$ cat config.mk
export PLATFORM = sky130hd
export DESIGN_NAME = canrc_ctrl
export DESIGN_NICKNAME = d
export VERILOG_FILES = /design/src/canrc_err_mon.v /design/src/canrc_ctrl.v
export VERILOG_INCLUDE_DIRS = /design/src /design/src/src
export SDC_FILE = /design/constraint.sdc
export NUM_CORES = 1
export LEC_CHECK = 0
export ABC_AREA = 1
export BUFFER_PORTS_ARGS = -buffer_cell sky130_fd_sc_hd__buf_4
export CAP_MARGIN = 10
export CORE_MARGIN = 2
export CORE_UTILIZATION = 38
export DETAILED_ROUTE_END_ITERATION = 16
export HOLD_SLACK_MARGIN = 0.06
export PLACE_DENSITY = 0.65
export SLEW_MARGIN = 25
export SYNTH_ARGS = -nofsm -noshare
export SYNTH_HDL_FRONTEND = slang
export SYNTH_SLANG_ARGS = --single-unit
$ cat constraint.sdc
create_clock -name aclk -period 1.9 [get_ports aclk]
set_clock_uncertainty 0.1 [all_clocks]
set_input_delay 0.38 -clock aclk [delete_from_list [all_inputs] [get_ports aclk]]
set_output_delay 0.38 -clock aclk [all_outputs]
set_load 0.005 [all_outputs]
$ cat src/canrc_consts.vh
// register map, field positions, reset values and timing for the can reset/config/irq block
`ifndef CANRC_CONSTS_VH
`define CANRC_CONSTS_VH

// register byte offsets
`define CANRC_OFS_MCTRL    8'h00
`define CANRC_OFS_GSTAT    8'h04
`define CANRC_OFS_IRQREQ   8'h08
`define CANRC_OFS_IRQMASK  8'h0C
`define CANRC_OFS_MBMASK   8'h10
`define CANRC_OFS_ERRCNT   8'h14

// master control register fields
`define CANRC_MC_RST_REQ   0
`define CANRC_MC_SLEEP     5

// general status register fields
`define CANRC_GS_BUS_OFF   0
`define CANRC_GS_PASSIVE   1
`define CANRC_GS_WARN      2
`define CANRC_GS_RST_STAT  3
`define CANRC_GS_BUS_ON    4

// interrupt request register fields
`define CANRC_IR_RST_PROC  0
`define CANRC_IR_TX_WARN   3
`define CANRC_IR_RX_WARN   4
`define CANRC_IR_PASSIVE   5
`define CANRC_IR_BUS_OFF   6
`define CANRC_IR_OVERLOAD  7
`define CANRC_IR_OVERRUN   9
`define CANRC_IR_WAKEUP    12
`define CANRC_IR_TMR_OVF   13
`define CANRC_IR_CMP_A     14
`define CANRC_IR_CMP_B     15

// groups feeding each interrupt line
`define CANRC_ERR_GROUP    16'h0078
`define CANRC_OVR_GROUP    16'hF281

// reset values
`define CANRC_MCTRL_RST    32'h0000_0001
`define CANRC_IRQMASK_RST  16'hFFFF
`define CANRC_MBMASK_RST   32'hFFFF_FFFF

// error counter thresholds
`define CANRC_WARN_LIM     9'h060
`define CANRC_PASSIVE_LIM  9'h080
`define CANRC_BUS_OFF_LIM  9'h100
`define CANRC_TEC_STEP     9'h008

// timing
`define CANRC_CLK_NS       10
`define CANRC_INT_RST_NS   200
`define CANRC_RECESSIVE    11

`endif

$ cat src/canrc_err_mon.v
// error counter threshold monitor
`timescale 1ns/1ns
`include "canrc_consts.vh"
module canrc_err_mon (
    // counters
    input  wire [8:0] transmit_error_counter,
    input  wire [8:0] receive_error_counter,
    // levels
    output wire       tx_warn,
    output wire       rx_warn,
    output wire       passive,
    output wire       bus_off
);
    assign tx_warn = (transmit_error_counter >= `CANRC_WARN_LIM);
    assign rx_warn = (receive_error_counter >= `CANRC_WARN_LIM);
    assign passive = (transmit_error_counter >= `CANRC_PASSIVE_LIM) | (receive_error_counter >= `CANRC_PASSIVE_LIM);
    assign bus_off = (transmit_error_counter >= `CANRC_BUS_OFF_LIM);
endmodule // canrc_err_mon

$ cat src/canrc_ctrl.v
// can controller reset, configuration mode and interrupt sources with axi4-lite registers
// How it works
// - any hardware reset or standby sets reset request and reset status automatically.
// - hardware reset reinitialises every register here but the register port, which only aresetn resets; mailbox storage lies elsewhere.
// - software reset request waits for an ongoing transmission or reception to finish.
// - software reset only proceeds once the controller has left bus-off.
// - software reset sets reset status and clears both error counters only.
// - clearing reset request runs an internal reset, then reset status clears itself.
// - after configuration, join the bus only after 11 consecutive recessive bits.
// - every flag is maskable except the power-on reset processing flag.
// - error passive flag when either error counter reaches 128; error line only.
// - bus-off flag when transmit counter reaches 256, and again on recovery.
// - separate warning flags for transmit and receive counters reaching 96.
// - power-on reset sets reset processing flag, shared on the overrun line.
// - bus activity seen during sleep mode sets the wakeup flag.
//
// The AXI4-Lite register port and the address map were decided locally.
`timescale 1ns/1ns
`include "canrc_consts.vh"
module canrc_ctrl #(
    parameter ADDR_W         = 8,
    parameter RECESSIVE_BITS = `CANRC_RECESSIVE
) (
    // clock and reset (aresetn acts as the power-on reset)
    input  wire              aclk,
    input  wire              aresetn,
    // axi4-lite write address
    input  wire [ADDR_W-1:0] s_axi_awaddr,
    input  wire              s_axi_awvalid,
    output wire              s_axi_awready,
    // axi4-lite write data
    input  wire [31:0]       s_axi_wdata,
    input  wire [3:0]        s_axi_wstrb,
    input  wire              s_axi_wvalid,
    output wire              s_axi_wready,
    // axi4-lite write response
    output reg  [1:0]        s_axi_bresp,
    output reg               s_axi_bvalid,
    input  wire              s_axi_bready,
    // axi4-lite read address
    input  wire [ADDR_W-1:0] s_axi_araddr,
    input  wire              s_axi_arvalid,
    output wire              s_axi_arready,
    // axi4-lite read data
    output reg  [31:0]       s_axi_rdata,
    output reg  [1:0]        s_axi_rresp,
    output reg               s_axi_rvalid,
    input  wire              s_axi_rready,
    // other reset sources, levels
    input  wire              manual_reset,
    input  wire              hw_standby,
    input  wire              sw_standby,
    // frame engine status and events
    input  wire              xfer_busy,
    input  wire              bit_tick,
    input  wire              can_rx,
    input  wire              tec_up,
    input  wire              tec_down,
    input  wire              rec_up,
    input  wire              rec_down,
    input  wire              busoff_recovered,
    input  wire              overload_sent,
    input  wire              overrun_evt,
    input  wire              timer_ovf,
    input  wire              cmp_a_match,
    input  wire              cmp_b_match,
    // status to the frame engine
    output wire              reset_status,
    output wire              bus_on,
    output wire              sleep_mode,
    // interrupt lines
    output wire              error_irq_line,
    output wire              overrun_irq_line,
    output wire              irq
);
    localparam [2:0] ST_CONFIG = 3'd0;
    localparam [2:0] ST_INTRST = 3'd1;
    localparam [2:0] ST_PWRUP  = 3'd2;
    localparam [2:0] ST_NORMAL = 3'd3;
    localparam [2:0] ST_SWPEND = 3'd4;
    localparam integer INT_RST_CYC = (`CANRC_INT_RST_NS + `CANRC_CLK_NS - 1) / `CANRC_CLK_NS;

    // byte-lane merge for partial writes
    function [31:0] merge;
        input [31:0] old;
        input [31:0] wd;
        input [3:0]  strb;
        integer      i;
        begin
            merge = old;
            for (i = 0; i < 4; i = i + 1)
                if (strb[i])
                    merge[i*8 +: 8] = wd[i*8 +: 8];
        end
    endfunction

    // saturating 9-bit counter step
    function [8:0] cnt_step;
        input [8:0] cnt;
        input       up;
        input [8:0] inc;
        input       down;
        reg   [9:0] sum;
        begin
            sum = {1'b0, cnt} + (up ? {1'b0, inc} : 10'h000);
            if (sum[9])
                cnt_step = 9'h1FF;
            else if (down && !up && cnt != 9'h000)
                cnt_step = cnt - 9'h001;
            else
                cnt_step = sum[8:0];
        end
    endfunction

    reg  [2:0]        state_r;
    reg  [2:0]        state_nxt;
    reg  [7:0]        dly_r;
    reg  [3:0]        rcsv_r;
    reg  [31:0]       mctrl_r;
    reg  [15:0]       irqreq_r;
    reg  [15:0]       irqmask_r;
    reg  [31:0]       mbmask_r;
    reg  [8:0]        tec_r;
    reg  [8:0]        rec_r;
    reg  [3:0]        lvl_r;
    reg               aw_full_r;
    reg  [ADDR_W-1:0] aw_addr_r;
    reg               w_full_r;
    reg  [31:0]       w_data_r;
    reg  [3:0]        w_strb_r;
    reg  [15:0]       irq_set;
    reg               wr_hit;
    reg  [31:0]       rd_val;
    reg               rd_hit;
    wire              tx_warn;
    wire              rx_warn;
    wire              passive;
    wire              bus_off;
    wire              hw_rst;
    wire              wr_go;
    wire              sw_init;
    wire [3:0]        lvl = {bus_off, passive, rx_warn, tx_warn};
    wire [15:0]       unmasked = irqreq_r & (~irqmask_r | 16'h0001); // flag 0 bypasses the mask
    wire [31:0]       mask_wr = merge({16'h0000, irqmask_r}, w_data_r, w_strb_r);
    wire [31:0]       clr_wr = merge(32'h0000_0000, w_data_r, w_strb_r);

    // power-on reset is aresetn; the others reinitialise the same state except the register port and the reset processing flag
    assign hw_rst = !aresetn | manual_reset | hw_standby | sw_standby;

    canrc_err_mon u_err_mon (
        .transmit_error_counter     (tec_r),
        .receive_error_counter     (rec_r),
        .tx_warn (tx_warn),
        .rx_warn (rx_warn),
        .passive (passive),
        .bus_off (bus_off)
    );

    // write path: address and data are taken in either order
    assign s_axi_awready = !aw_full_r;
    assign s_axi_wready  = !w_full_r;
    assign wr_go         = aw_full_r && w_full_r && !s_axi_bvalid;
    assign s_axi_arready = !s_axi_rvalid;

    always @(posedge aclk) begin
        if (!aresetn) begin
            aw_full_r    <= 1'b0;
            aw_addr_r    <= {ADDR_W{1'b0}};
            w_full_r     <= 1'b0;
            w_data_r     <= 32'h0000_0000;
            w_strb_r     <= 4'h0;
            s_axi_bvalid <= 1'b0;
            s_axi_bresp  <= 2'b00;
            s_axi_rvalid <= 1'b0;
            s_axi_rresp  <= 2'b00;
            s_axi_rdata  <= 32'h0000_0000;
        end else begin
            if (s_axi_awvalid && s_axi_awready) begin
                aw_full_r <= 1'b1;
                aw_addr_r <= s_axi_awaddr;
            end
            if (s_axi_wvalid && s_axi_wready) begin
                w_full_r <= 1'b1;
                w_data_r <= s_axi_wdata;
                w_strb_r <= s_axi_wstrb;
            end
            if (wr_go) begin
                aw_full_r    <= 1'b0;
                w_full_r     <= 1'b0;
                s_axi_bvalid <= 1'b1;
                s_axi_bresp  <= wr_hit ? 2'b00 : 2'b10;
            end else if (s_axi_bvalid && s_axi_bready) begin
                s_axi_bvalid <= 1'b0;
            end
            if (s_axi_arvalid && s_axi_arready) begin
                s_axi_rvalid <= 1'b1;
                s_axi_rdata  <= rd_val;
                s_axi_rresp  <= rd_hit ? 2'b00 : 2'b10;
            end else if (s_axi_rvalid && s_axi_rready) begin
                s_axi_rvalid <= 1'b0;
            end
        end
    end

    always @* begin
        case (aw_addr_r[7:0] & 8'hFC)
            `CANRC_OFS_MCTRL, `CANRC_OFS_GSTAT, `CANRC_OFS_IRQREQ,
            `CANRC_OFS_IRQMASK, `CANRC_OFS_MBMASK, `CANRC_OFS_ERRCNT: wr_hit = 1'b1;
            default: wr_hit = 1'b0;
        endcase
    end

    always @* begin
        rd_hit = 1'b1;
        case (s_axi_araddr[7:0] & 8'hFC)
            `CANRC_OFS_MCTRL:   rd_val = mctrl_r;
            `CANRC_OFS_GSTAT:   rd_val = {27'h000_0000, bus_on, reset_status, tx_warn | rx_warn, passive, bus_off};
            `CANRC_OFS_IRQREQ:  rd_val = {16'h0000, irqreq_r};
            `CANRC_OFS_IRQMASK: rd_val = {16'h0000, irqmask_r};
            `CANRC_OFS_MBMASK:  rd_val = mbmask_r;
            `CANRC_OFS_ERRCNT:  rd_val = {7'h00, rec_r, 7'h00, tec_r};
            default: begin
                rd_val = 32'h0000_0000;
                rd_hit = 1'b0;
            end
        endcase
    end

    // configuration and bus-join sequence
    always @* begin
        state_nxt = state_r;
        case (state_r)
            ST_CONFIG:
                if (!mctrl_r[`CANRC_MC_RST_REQ])
                    state_nxt = ST_INTRST;
            ST_INTRST:
                if (mctrl_r[`CANRC_MC_RST_REQ])
                    state_nxt = ST_CONFIG;
                else if (dly_r == 8'h00)
                    state_nxt = ST_PWRUP;
            ST_PWRUP:
                if (mctrl_r[`CANRC_MC_RST_REQ])
                    state_nxt = ST_CONFIG;
                else if (bit_tick && can_rx && rcsv_r == RECESSIVE_BITS[3:0] - 4'd1)
                    state_nxt = ST_NORMAL;
            ST_NORMAL:
                if (mctrl_r[`CANRC_MC_RST_REQ])
                    state_nxt = ST_SWPEND;
            ST_SWPEND:
                if (!xfer_busy && !bus_off)
                    state_nxt = ST_CONFIG;
            default:
                state_nxt = ST_CONFIG;
        endcase
    end

    assign sw_init      = (state_r == ST_SWPEND) && (state_nxt == ST_CONFIG);
    assign reset_status = (state_r == ST_CONFIG) || (state_r == ST_INTRST);
    assign bus_on       = (state_r == ST_NORMAL) || (state_r == ST_SWPEND);
    assign sleep_mode   = mctrl_r[`CANRC_MC_SLEEP];

    always @(posedge aclk) begin
        if (hw_rst) begin
            state_r <= ST_CONFIG;
            dly_r   <= 8'h00;
            rcsv_r  <= 4'h0;
        end else begin
            state_r <= state_nxt;
            // internal reset takes a fixed time before status clears
            if (state_r != ST_INTRST)
                dly_r <= INT_RST_CYC[7:0] - 8'h01;
            else if (dly_r != 8'h00)
                dly_r <= dly_r - 8'h01;
            // any dominant bit restarts the recessive run
            if (state_r != ST_PWRUP)
                rcsv_r <= 4'h0;
            else if (bit_tick)
                rcsv_r <= can_rx ? rcsv_r + 4'h1 : 4'h0;
        end
    end

    // control, masks and error counters
    always @(posedge aclk) begin
        if (hw_rst) begin
            mctrl_r   <= `CANRC_MCTRL_RST;
            irqmask_r <= `CANRC_IRQMASK_RST;
            mbmask_r  <= `CANRC_MBMASK_RST;
            tec_r     <= 9'h000;
            rec_r     <= 9'h000;
        end else begin
            if (wr_go && (aw_addr_r[7:0] & 8'hFC) == `CANRC_OFS_MCTRL)
                mctrl_r <= merge(mctrl_r, w_data_r, w_strb_r) &
                           ((32'h1 << `CANRC_MC_RST_REQ) | (32'h1 << `CANRC_MC_SLEEP));
            if (wr_go && (aw_addr_r[7:0] & 8'hFC) == `CANRC_OFS_IRQMASK)
                irqmask_r <= mask_wr[15:0];
            if (wr_go && (aw_addr_r[7:0] & 8'hFC) == `CANRC_OFS_MBMASK)
                mbmask_r <= merge(mbmask_r, w_data_r, w_strb_r);
            if (sw_init || busoff_recovered) begin
                tec_r <= 9'h000;
                rec_r <= 9'h000;
            end else if (bus_on) begin
                tec_r <= cnt_step(tec_r, tec_up, `CANRC_TEC_STEP, tec_down);
                rec_r <= cnt_step(rec_r, rec_up, 9'h001, rec_down);
            end
        end
    end

    // interrupt request flags: rising threshold crossings and events
    always @* begin
        irq_set = 16'h0000;
        irq_set[`CANRC_IR_TX_WARN]  = tx_warn & !lvl_r[0];
        irq_set[`CANRC_IR_RX_WARN]  = rx_warn & !lvl_r[1];
        irq_set[`CANRC_IR_PASSIVE]  = passive & !lvl_r[2];
        irq_set[`CANRC_IR_BUS_OFF]  = (bus_off & !lvl_r[3]) | busoff_recovered;
        irq_set[`CANRC_IR_OVERLOAD] = overload_sent;
        irq_set[`CANRC_IR_OVERRUN]  = overrun_evt;
        irq_set[`CANRC_IR_WAKEUP]   = sleep_mode & !can_rx;
        irq_set[`CANRC_IR_TMR_OVF]  = timer_ovf;
        irq_set[`CANRC_IR_CMP_A]    = cmp_a_match;
        irq_set[`CANRC_IR_CMP_B]    = cmp_b_match;
    end

    always @(posedge aclk) begin
        if (hw_rst) begin
            // only a power-on reset raises the reset processing flag
            irqreq_r <= aresetn ? 16'h0000 : 16'h0001;
            lvl_r    <= 4'h0;
        end else begin
            lvl_r <= lvl;
            // set beats a simultaneous write-one-to-clear
            if (wr_go && (aw_addr_r[7:0] & 8'hFC) == `CANRC_OFS_IRQREQ)
                irqreq_r <= (irqreq_r & ~clr_wr[15:0]) | irq_set;
            else
                irqreq_r <= irqreq_r | irq_set;
        end
    end

    assign error_irq_line   = |(unmasked & `CANRC_ERR_GROUP);
    assign overrun_irq_line = |(unmasked & `CANRC_OVR_GROUP);
    assign irq              = error_irq_line | overrun_irq_line;
endmodule // canrc_ctrl

# Word level (Yosys, flattened, before mapping)
# Index checks and enable logic that the tools add are counted.
# word_totals
ff_bits,187
out_inout_bits,47
input_bits,75
# classes
n_lt_le_gt_ge,5
bitwise,19
n_mux,31
n_eq_ne,17
reduce_logical,62
addsub,6
# op_table
cell,count
32-bit case mux with 6 select lines,1
9-bit two-way mux,4
16-bit bitwise AND,2
16-bit two-way mux,2
16-bit inverter,2
16-bit OR,2
6-bit by 2-bit == test with 1-bit output (second input constant),4
6-bit by 3-bit == test with 1-bit output (second input constant),4
8-bit logical NOT,3
3-bit two-way mux,7
1-bit logical AND,19
9-bit by 7-bit greater-or-equal comparator with 1-bit output (second input constant),2
9-bit by 8-bit greater-or-equal comparator with 1-bit output (second input constant),2
9-bit nonzero test,2
9-bit by 1-bit subtractor with 9-bit output (second input constant),2
8-bit two-way mux,2
3-bit case mux with 5 select lines,1
1-bit logical NOT,14
2-bit AND reduction,7
6-bit by 1-bit == test with 1-bit output (second input constant),2
6-bit OR reduction,2
9-bit by 1-bit adder with 10-bit output,1
9-bit by 4-bit adder with 10-bit output,1
5-bit two-way mux,2
22 further kinds,50

# Logic depth before layout (Yosys ltp)
# Gate-level depths: netlist (run 1).
# logic_depth
depth_word,9
mapped_depth,11
mapped_depth_nobuf,11

# Modules after synthesis
# A second synthesis (run 1) with hierarchy kept.
# hier_totals
cells_unflattened,1169
area_unflattened_um2,8420.6
# by_module_without_submodules
mod,cells_per_inst,n_inst,area_each_um2,seq_area_each_um2
canrc_ctrl,1161,1,8388.0,3673.5
canrc_err_mon,8,1,32.5,0.0

# Worst setup path before layout (run 1)
# Ideal clock, no wire load.
# synth_path
path_type,register to register
startpoint,reg rec_r[0]
endpoint,reg rec_r[5]
arrival_time_ps,1389
period_less_slack_ps,1559
path_stages_with_launch,11
path_slack_ps,341
required_time_ps,1730
cell_sequence,dfxtp_1 inv_1 ha_1 nand2_1 nor2_1 nand3_2 nand2_4 nand2_1 nand3_1 nand2_1 a21oi_1
# synth_via
elab_chain_len,4
# synth_rtl
item,line,text
start: declaration,canrc_ctrl.v:124,reg [8:0] rec_r;
start signal: assignment,canrc_ctrl.v:303,"rec_r <= cnt_step(rec_r, rec_up, 9'h001, rec_down);"
branches (longest 3 deep; another with 9-bit by 1-bit adder with 10-bit output),--,
9-bit two-way mux *,canrc_ctrl.v:106,if (sum[9])
# Every way passes the cells marked *.
# A chain may end at the register's enable or synchronous reset.

# Worst setup path after layout (run 1)
# layout_path
startpoint,reg irqreq_r[13]
endpoint,out irq
# layout_via
elab_chain_len,3
# layout_rtl
item,line,text
start: declaration,canrc_ctrl.v:120,reg [15:0] irqreq_r;
start signal: assignment,canrc_ctrl.v:326,irqreq_r <= aresetn ? 16'h0000 : 16'h0001;
start signal: assignment,canrc_ctrl.v:332,irqreq_r <= (irqreq_r & ~clr_wr[15:0]) | irq_set;
start signal: assignment,canrc_ctrl.v:334,irqreq_r <= irqreq_r | irq_set;
16-bit bitwise AND,canrc_ctrl.v:143,wire [15:0] unmasked = irqreq_r & (~irqmask_r | 16'h0001);
7-bit OR reduction,canrc_ctrl.v:339,assign overrun_irq_line = |(unmasked & `CANRC_OVR_GROUP);
1-bit OR,canrc_ctrl.v:340,assign irq = error_irq_line | overrun_irq_line;
end: declaration,canrc_ctrl.v:74,output wire irq
# No other way between the ends.

==> results of run 1 <==
==> layout by cell type, fill, tap and decap left out, types with 3 or more instances in the layout <==
cell type / count
buf_12: 3
a21oi_1: 87
nor3_1: 3
clkinv_2: 4
nand2_2: 7
nand3_2: 4
nand4_1: 16
ha_1: 11
dfxtp_2: 3
a21oi_2: 3
o22ai_1: 9
xor2_1: 14
buf_4: 168
inv_1: 112
inv_6: 3
o21ai_1: 30
nor2_4: 6
nand2_1: 310
nor2_1: 121
nand3_1: 64
o211ai_1: 20
o21ai_0: 102
clkbuf_16: 17
clkbuf_8: 3
inv_2: 15
dfxtp_1: 179
nor2_2: 6
==> area by class of cell <==
cell class	instances	area, µm²
clock buffers	21	470
clock inverters	10	71.3
fillers	2179	11400
inverters	129	484
multi-input cells	840	4080
flip-flops and latches	183	3680
well taps	280	350
repair buffers	172	1330
==> layer usage <==
metal	up-vias	GRT usage
met3	25	0.0383
met2	248	0.323
li1	4179	-
met4	0	0.0481
met1	3757	0.272
met5	-	0
==> state kept, by name, summed over array words and instances, names as in the netlist, named ones only <==
register,count
aw_addr_r,6
aw_full_r,1
rcsv_r,4
s_axi_rvalid,1
irqreq_r,11
tec_r,9
s_axi_rdata,32
s_axi_bresp,1
s_axi_rresp,1
w_data_r,32
rec_r,9
mbmask_r,32
dly_r,8
w_full_r,1
mctrl_r,2
state_r,3
lvl_r,4
s_axi_bvalid,1
irqmask_r,16
w_strb_r,4
==> where the power goes <==
| part | leakage (nW) | internal [mW] | switching (mW) | total, mW |
|---|---|---|---|---|
| combinational | 3.05 | 0.261 | 0.348 | 0.609 |
| clock | 0.270 | 1.78 | 1.51 | 3.29 |
| sequential | 1.49 | 3.94 | 0.0659 | 4.01 |
| total | 4.81 | 5.98 | 1.93 | 7.91 |
==> worst min path at each step <==
stage | from | to | slack (ns) | cells after the start
6_report | bit_tick | rcsv_r[0] | 0.07 | 2
5_1_grt | s_axi_wdata[29] | w_data_r[29] | 0.06 | 3
4_1_cts | bit_tick | rcsv_r[0] | 0.06 | 2
3_5_place_dp | lvl_r[2] | irqreq_r[5] | 0.32 | 1
3_3_place_gp | lvl_r[0] | irqreq_r[3] | 0.31 | 1
2_1_floorplan | flop | flop | 0.31 | 2
==> logic make-up (layout without fill, tap and decap cells) <==
logic type	count (synthesis)	in the layout	synth area share
simple gates	547	547	0.277
flops	183	183	0.435
xor+xnor	15	15	0.0156
compound gates	265	265	0.170
other cells	1	2	0.000444
fa+ha+maj	11	11	0.0163
buf+inv	174	332	0.0850
==> worst register-to-register path, delay by kind of cell (launching register included) <==
kind | cells | cell delay, ns
AO/OA/AOI/OAI | 1 | 0.11
adder cells (fa/ha/maj) | 1 | 0.21
flip-flops | 1 | 0.34
buffers and inverters | 1 | 0.12
AND/OR/NAND/NOR | 7 | 0.75
==> what timing repair did <==
| action | in CTS | in global routing |
|---|---|---|
| hold buffers | 1 | 0 |
| hold endpoints to repair | 1 | 0 |
| pin swaps | 3 | 4 |
| endpoints found under the setup margin | 3 | 17 |
| setup buffers | 2 | 6 |
| gates resized for setup | 8 | 8 |
==> results.toml, run 1 <==
[outcome]
status = "completed"

[global_routing]
antenna_found_initial = 0
grt_pass1_wl_mm = 38.2
grt_pass1_vias = 7603
grtUsageTotal = 0.198
grt_max_degree = 58
grt-ovfl-total = 0

[worst_setup_path]
r2r_cells = 10
r2r_slack_ns = 0.21
start_kind = "flop"
worstPathArrival_ns = 1.40
startpoint = "irqreq_r[13]"
crit_fanout = 2
cp-end-kind = "primary output"
worstPathRequired_ns = 1.42
crit_buf_inv = 2
cp_cell_sequence = "inv_2, o22ai_1, a21oi_2, nand4_1, buf_4"
crit_slowest_cell = "dfxtp_1"
path_depth = 5
crit_type = "flop to primary output"
cp-endpoint = "irq"
critPathMaxStageDelay_ns = 0.33
reg2reg_from = "rec_r[1]"
r2r-end = "rec_r[6]"
critPathTopFamily = "flip-flops"

[logic_synthesis]
ys_warn_count = 0
ys_top_cells_by_area = "dfxtp_1, nand2_1, o21ai_0"
syn_inst = 1196
async_flop_share = 0
synth.top_cells.by_count = "nand2_1, dfxtp_1, nor2_1"
synthDominantCellAreaShare = 0.432
yosys.area.top_type = "dfxtp_1"
synth-edff-count = 1
ys_ff_latch = 183
avgSynthCellArea_um2 = 7.06
yosysMostFrequentCell = "nand2_1"
synthFlopType = "dfxtp_1"
yosysSeqAreaShare = 0.435
netlist_area_mm2 = 0.00844
yosysUniqueCellTypes = 46

[sta]
tightest_slew_ns = 0.508
maxSlewViolCount = 0
min_period_ns = 1.88
hold_ws_ns = 0.0679
rsz0062_at_grt = "true"
period_share = 0.991
setup_tns_ns = 0
slew_headroom = 0.659
fmax_mhz = 531
worst_slack_ns = 0.0176
setup_viol = 0
hold_violations = 0

[cells_and_area]
nNetsFinal = 1429
fin_util = 0.479
drive_above_1_share = 0.190
final_area_mm2 = 0.0105
diodes = 0
fin_cells = 1635
syn2layout_area_growth_pct = 24.0

[clock_tree]
cts_buffers = 17
cts_buffer_depth = 2
clkTransAtPathRegs_ns = 0.07
cts_sinks = 183
clk-insertion-delay-late_ns = 0.43
ctsHtreeMaxLevel = 4
root_buffer = "clkbuf_16"
cts_tree = "built"

[job]
maxCapViolCount = 0

[detailed_routing]
drt-initial-drc-count = 630
wl_met2_mm = 10.7
vias = 8209
top_layer_used = "met4"
ant_nets = 0
vias_per_cell = 5.02
routed_wirelength_mm = 23.2
remaining_drc_errors = 0
drt_pass1_iterations = 5
wl_met1_mm = 11.0
wire_per_inst_um = 14.2
met3_length_mm = 1.22

[placement]
dp_hpwl_mm = 17.0
gp_congestion = 0.882
post_dp_cell_area_mm2 = 0.00982
dp_cells = 1595
dp_slack_ns = 0.0212
io_buffers = 115

[pwr]
power_density_mw_per_mm2 = 756
peakVddDrop_v = 0.000639
total_power_mw = 7.91
p_leak_nw = 4.81

[floorplan]
initial_core_util = 0.387
ios = 122
die_w_um = 153
rows = 54
die_height_um = 153
dieArea_mm2 = 0.0234
core_mm2 = 0.0218

[hold_path]
min_path_type = "input port to flop"
Note: power is estimated with default switching activity, not from simulation.
==> run 2, diff against run 1 <==
- clock period: 1.9 -> 2.1 ns (I/O delays scaled with it)
==> results.toml, run 2 (synthesis results as in run 1) <==
[outcome]
status = "completed"

[global_routing]
grt_pass1_wl_mm = 37.7
grt_max_degree = 58
grt-ovfl-total = 0
grtUsageTotal = 0.197
grt_pass1_vias = 7452
antenna_found_initial = 0

[worst_setup_path]
crit_type = "flop to primary output"
start_kind = "flop"
worstPathArrival_ns = 1.51
cp-end-kind = "primary output"
worstPathRequired_ns = 1.58
crit_fanout = 11

[floorplan]
initial_core_util = 0.387
rows = 54
die_height_um = 153
dieArea_mm2 = 0.0234
die_w_um = 153
core_mm2 = 0.0218
ios = 122

[detailed_routing]
vias_per_cell = 5.02
drt-initial-drc-count = 567
ant_nets = 0
remaining_drc_errors = 0
drt_pass1_iterations = 5
vias = 8068
wire_per_inst_um = 14.4
routed_wirelength_mm = 23.1

[placement]
dp_hpwl_mm = 16.7
gp_congestion = 0.878
io_buffers = 115

[pwr]
p_leak_nw = 4.71
total_power_mw = 7.60
power_density_mw_per_mm2 = 738
peakVddDrop_v = 0.000580

[cells_and_area]
largestRegisters = "mbmask_r (32), s_axi_rdata (32), w_data_r (32)"
nNetsFinal = 1400
drive_above_1_share = 0.164
final_common_cell = "nand2_1"
layout_common_cells = "nand2_1, dfxtp_1, buf_4, nor2_1, inv_1"
fin_util = 0.472
diodes = 0
syn2layout_area_growth_pct = 22.1

[hold_path]
min_path_type = "input port to flop"

[clock_tree]
clk-insertion-delay-late_ns = 0.43
cts_buffers = 17
cts_sinks = 183
cts_tree = "built"
cts_buffer_depth = 2
ctsHtreeMaxLevel = 4
root_buffer = "clkbuf_16"
clkTransAtPathRegs_ns = 0.06

[sta]
tightest_slew_ns = 0.741
slew_headroom = 0.504
period_share = 0.966
maxSlewViolCount = 0
setup_viol = 0
hold_violations = 0
fmax_mhz = 493
setup_tns_ns = 0
rsz0062_at_grt = "false"
min_period_ns = 2.03

[job]
maxCapViolCount = 0
[run 2: cell types whose count changed in the layout (fill, tap and decap cells not counted), sizes merged]
| cell | before | now |
|---|---|---|
| buf | 171 | 143 |
| bufinv | 0 | 4 |
| clkbuf | 21 | 25 |
| clkinv | 8 | 4 |
| clkinvlp | 1 | 0 |
| dlygate4sd3 | 1 | 0 |
| inv | 130 | 128 |
[run 2: worst max-delay path, stage by stage, from the launching register on]
cell and delay, ns:
dfxtp_1 0.36, inv_1 0.09, nor2_4 0.12, nand2_1 0.10
nand2_2 0.12, buf_6 0.17, buf_4 0.13
[run 2: final cells by class]
type	instances	area, µm²
clock buffers	25	495
clock inverters	7	139
fillers	2231	11500
inverters	129	484
multi-input cells	840	4060
flip-flops and latches	183	3670
well taps	280	350
repair buffers	143	1100
[run 2: path summary, 6_finish.rpt]
path / startpoint / endpoint / slack (ns) / depth (start not counted)
min: s_axi_bready / s_axi_bvalid / 0.09 / 2
max reg2reg: aw_addr_r[4] / mbmask_r[23] / 0.23 / 7
min reg2reg: flop / flop / 0.33 / 2
max: state_r[1] / bus_on / 0.07 / 6
[run 2: timing repair]
action,in CTS,in global routing
setup buffers,0,0
hold buffers,0,0
endpoints found under the setup margin,1,1
resized for setup,3,1
[run 2: metal layers]
layer | vias up | share of wire | global-route usage
met4 | 0 | 0.017 | 0.0538
li1 | 4124 | - | -
met3 | 31 | 0.057 | 0.0442
met5 | - | 0 | 0
met2 | 219 | 0.44 | 0.313
met1 | 3694 | 0.48 | 0.271
[run 2: stage by stage]
step                area (µm²)  hold slack, ns  instances  setup WS, ns
floorplan                 8440           0.307       1197         0.540
global placement          9660           0.313       1575         0.196
detailed placement        9660           0.323       1575         0.195
CTS                      10300          0.0711       1607        0.0376
global route             10300          0.0876       1607       0.00695
finish                   10300          0.0852       1607        0.0711
[run 2: power breakdown]
group	internal [mW]	leakage [nW]	switching, mW
Clock	2.12	0.312	1.32
Sequential	3.57	1.49	0.0627
Combinational	0.225	2.91	0.307
==> run 3, diff against run 2 <==
- PLACE_DENSITY: 0.65 -> 0.62
==> results.toml, run 3 (synthesis results as in run 1) <==
[worst_setup_path]
start_kind = "flop"
cp-end-kind = "primary output"
worstPathRequired_ns = 1.58
worstPathArrival_ns = 1.48
crit_slowest_cell = "dfxtp_1"
crit_fanout = 11
critPathMaxStageDelay_ns = 0.35
cp_cell_sequence = "inv_1, nor2_4, nand2_1, nand2_2, buf_6, buf_4"
crit_type = "flop to primary output"

[global_routing]
grt_pass1_vias = 7277
grtUsageTotal = 0.196
grt-ovfl-total = 0
use_met2 = 0.311
top_usage_layer = "met2"
use_met1 = 0.276
grt_max_degree = 58
grt_util_met3 = 0.0420
antenna_found_initial = 0
grt_pass1_wl_mm = 37.5

[pwr]
total_power_mw = 7.36
p_leak_nw = 4.69
peakVddDrop_v = 0.000555
power_density_mw_per_mm2 = 716

[detailed_routing]
wire_per_inst_um = 14.4
drt-initial-drc-count = 694
vias = 7965
remaining_drc_errors = 0
ant_nets = 0
vias_per_cell = 4.96
drt_pass1_iterations = 5
routed_wirelength_mm = 23.2

[floorplan]
dieArea_mm2 = 0.0234
ios = 122
die_w_um = 153
rows = 54
die_height_um = 153
core_mm2 = 0.0218
initial_core_util = 0.387

[outcome]
status = "completed"

[clock_tree]
postCtsSetupBuffers = 0
holdBufCountCts = 0
cts_tree = "built"
clk-insertion-delay-late_ns = 0.43
cts_buffers = 17
ctsHtreeMaxLevel = 4
cts_buffer_depth = 2
cts.repair.resized = 1
cts_sinks = 183
clkTransAtPathRegs_ns = 0.07
root_buffer = "clkbuf_16"

[sta]
hold_violations = 0
period_share = 0.950
setup_viol = 0
maxSlewViolCount = 0
setup_tns_ns = 0
rsz0062_at_grt = "false"
min_period_ns = 2.00
slew_headroom = 0.519
hold_ws_ns = 0.0882
tightest_slew_ns = 0.720
fmax_mhz = 501

[cells_and_area]
syn2layout_area_growth_pct = 21.8
multi_input_area_mm2 = 0.00407
largestRegisters = "mbmask_r (32), s_axi_rdata (32), w_data_r (32)"
final_common_cell = "nand2_1"
nFillCells = 2233
nNetsFinal = 1403
seqCellArea_mm2 = 0.00367
diodes = 0
drive_above_1_share = 0.167
layout_common_cells = "nand2_1, dfxtp_1, buf_4, nor2_1, inv_1"

[placement]
io_buffers = 115
gp_congestion = 0.898
dp_hpwl_mm = 16.8

[hold_path]
min_path_type = "input port to flop"

[job]
maxCapViolCount = 0
[run 3: cell count changes in the layout (fill, tap and decap cells not counted), sizes merged]
cell,before,now
buf,143,146
clkbuf,25,22
clkinvlp,0,3
bufinv,4,2
inv,128,127
[run 3: power breakdown]
group / switching [mW] / total (mW) / leakage [nW] / internal (mW)
Clock: 1.33 / 3.19 / 0.276 / 1.86
Sequential: 0.0624 / 3.63 / 1.49 / 3.57
Combinational: 0.308 / 0.534 / 2.92 / 0.226
Total: 1.70 / 7.36 / 4.69 / 5.66
[run 3: path summary, 6_finish.rpt]
path	from	to	slack, ns	cells past startpoint
max	state_r[1]	bus_on	0.10	6
max reg2reg	rec_r[0]	rec_r[5]	0.20	10
min	s_axi_bready	s_axi_bvalid	0.09	2
min reg2reg	flop	flop	0.33	2
[run 3: per-stage QoR]
step,std cells,worst slack (ns),cell area (µm²),utilization
after global routing,1607,0.00609,10300,0.471
after global placement,1578,0.203,9680,0.444
after CTS,1607,0.00474,10300,0.470
final,1607,0.105,10300,0.471
after detailed placement,1578,0.191,9680,0.444
after floorplan,1197,0.540,8440,-
[run 3: worst max-delay path: cells and delay by family, from the launching register on]
family                 cells  cell delay (ns)
buffers and inverters      3             0.37
flip-flops                 1             0.35
AND/OR/NAND/NOR            3             0.33
[run 3: layout make-up]
cell class              instances  area share
clock buffers                  22      0.0471
flip-flops and latches        183       0.357
repair buffers                146       0.109
clock inverters                 7     0.00937
inverters                     129      0.0471
well taps                     280      0.0341
multi-input cells             840       0.395
[run 3: routing by layer]
metal | routed length [µm] | vias up
li1 | - | 4127
met1 | 11200 | 3616
met2 | 10500 | 206
met3 | 1220 | 16
met4 | 227 | 0
met5 | 0 | -
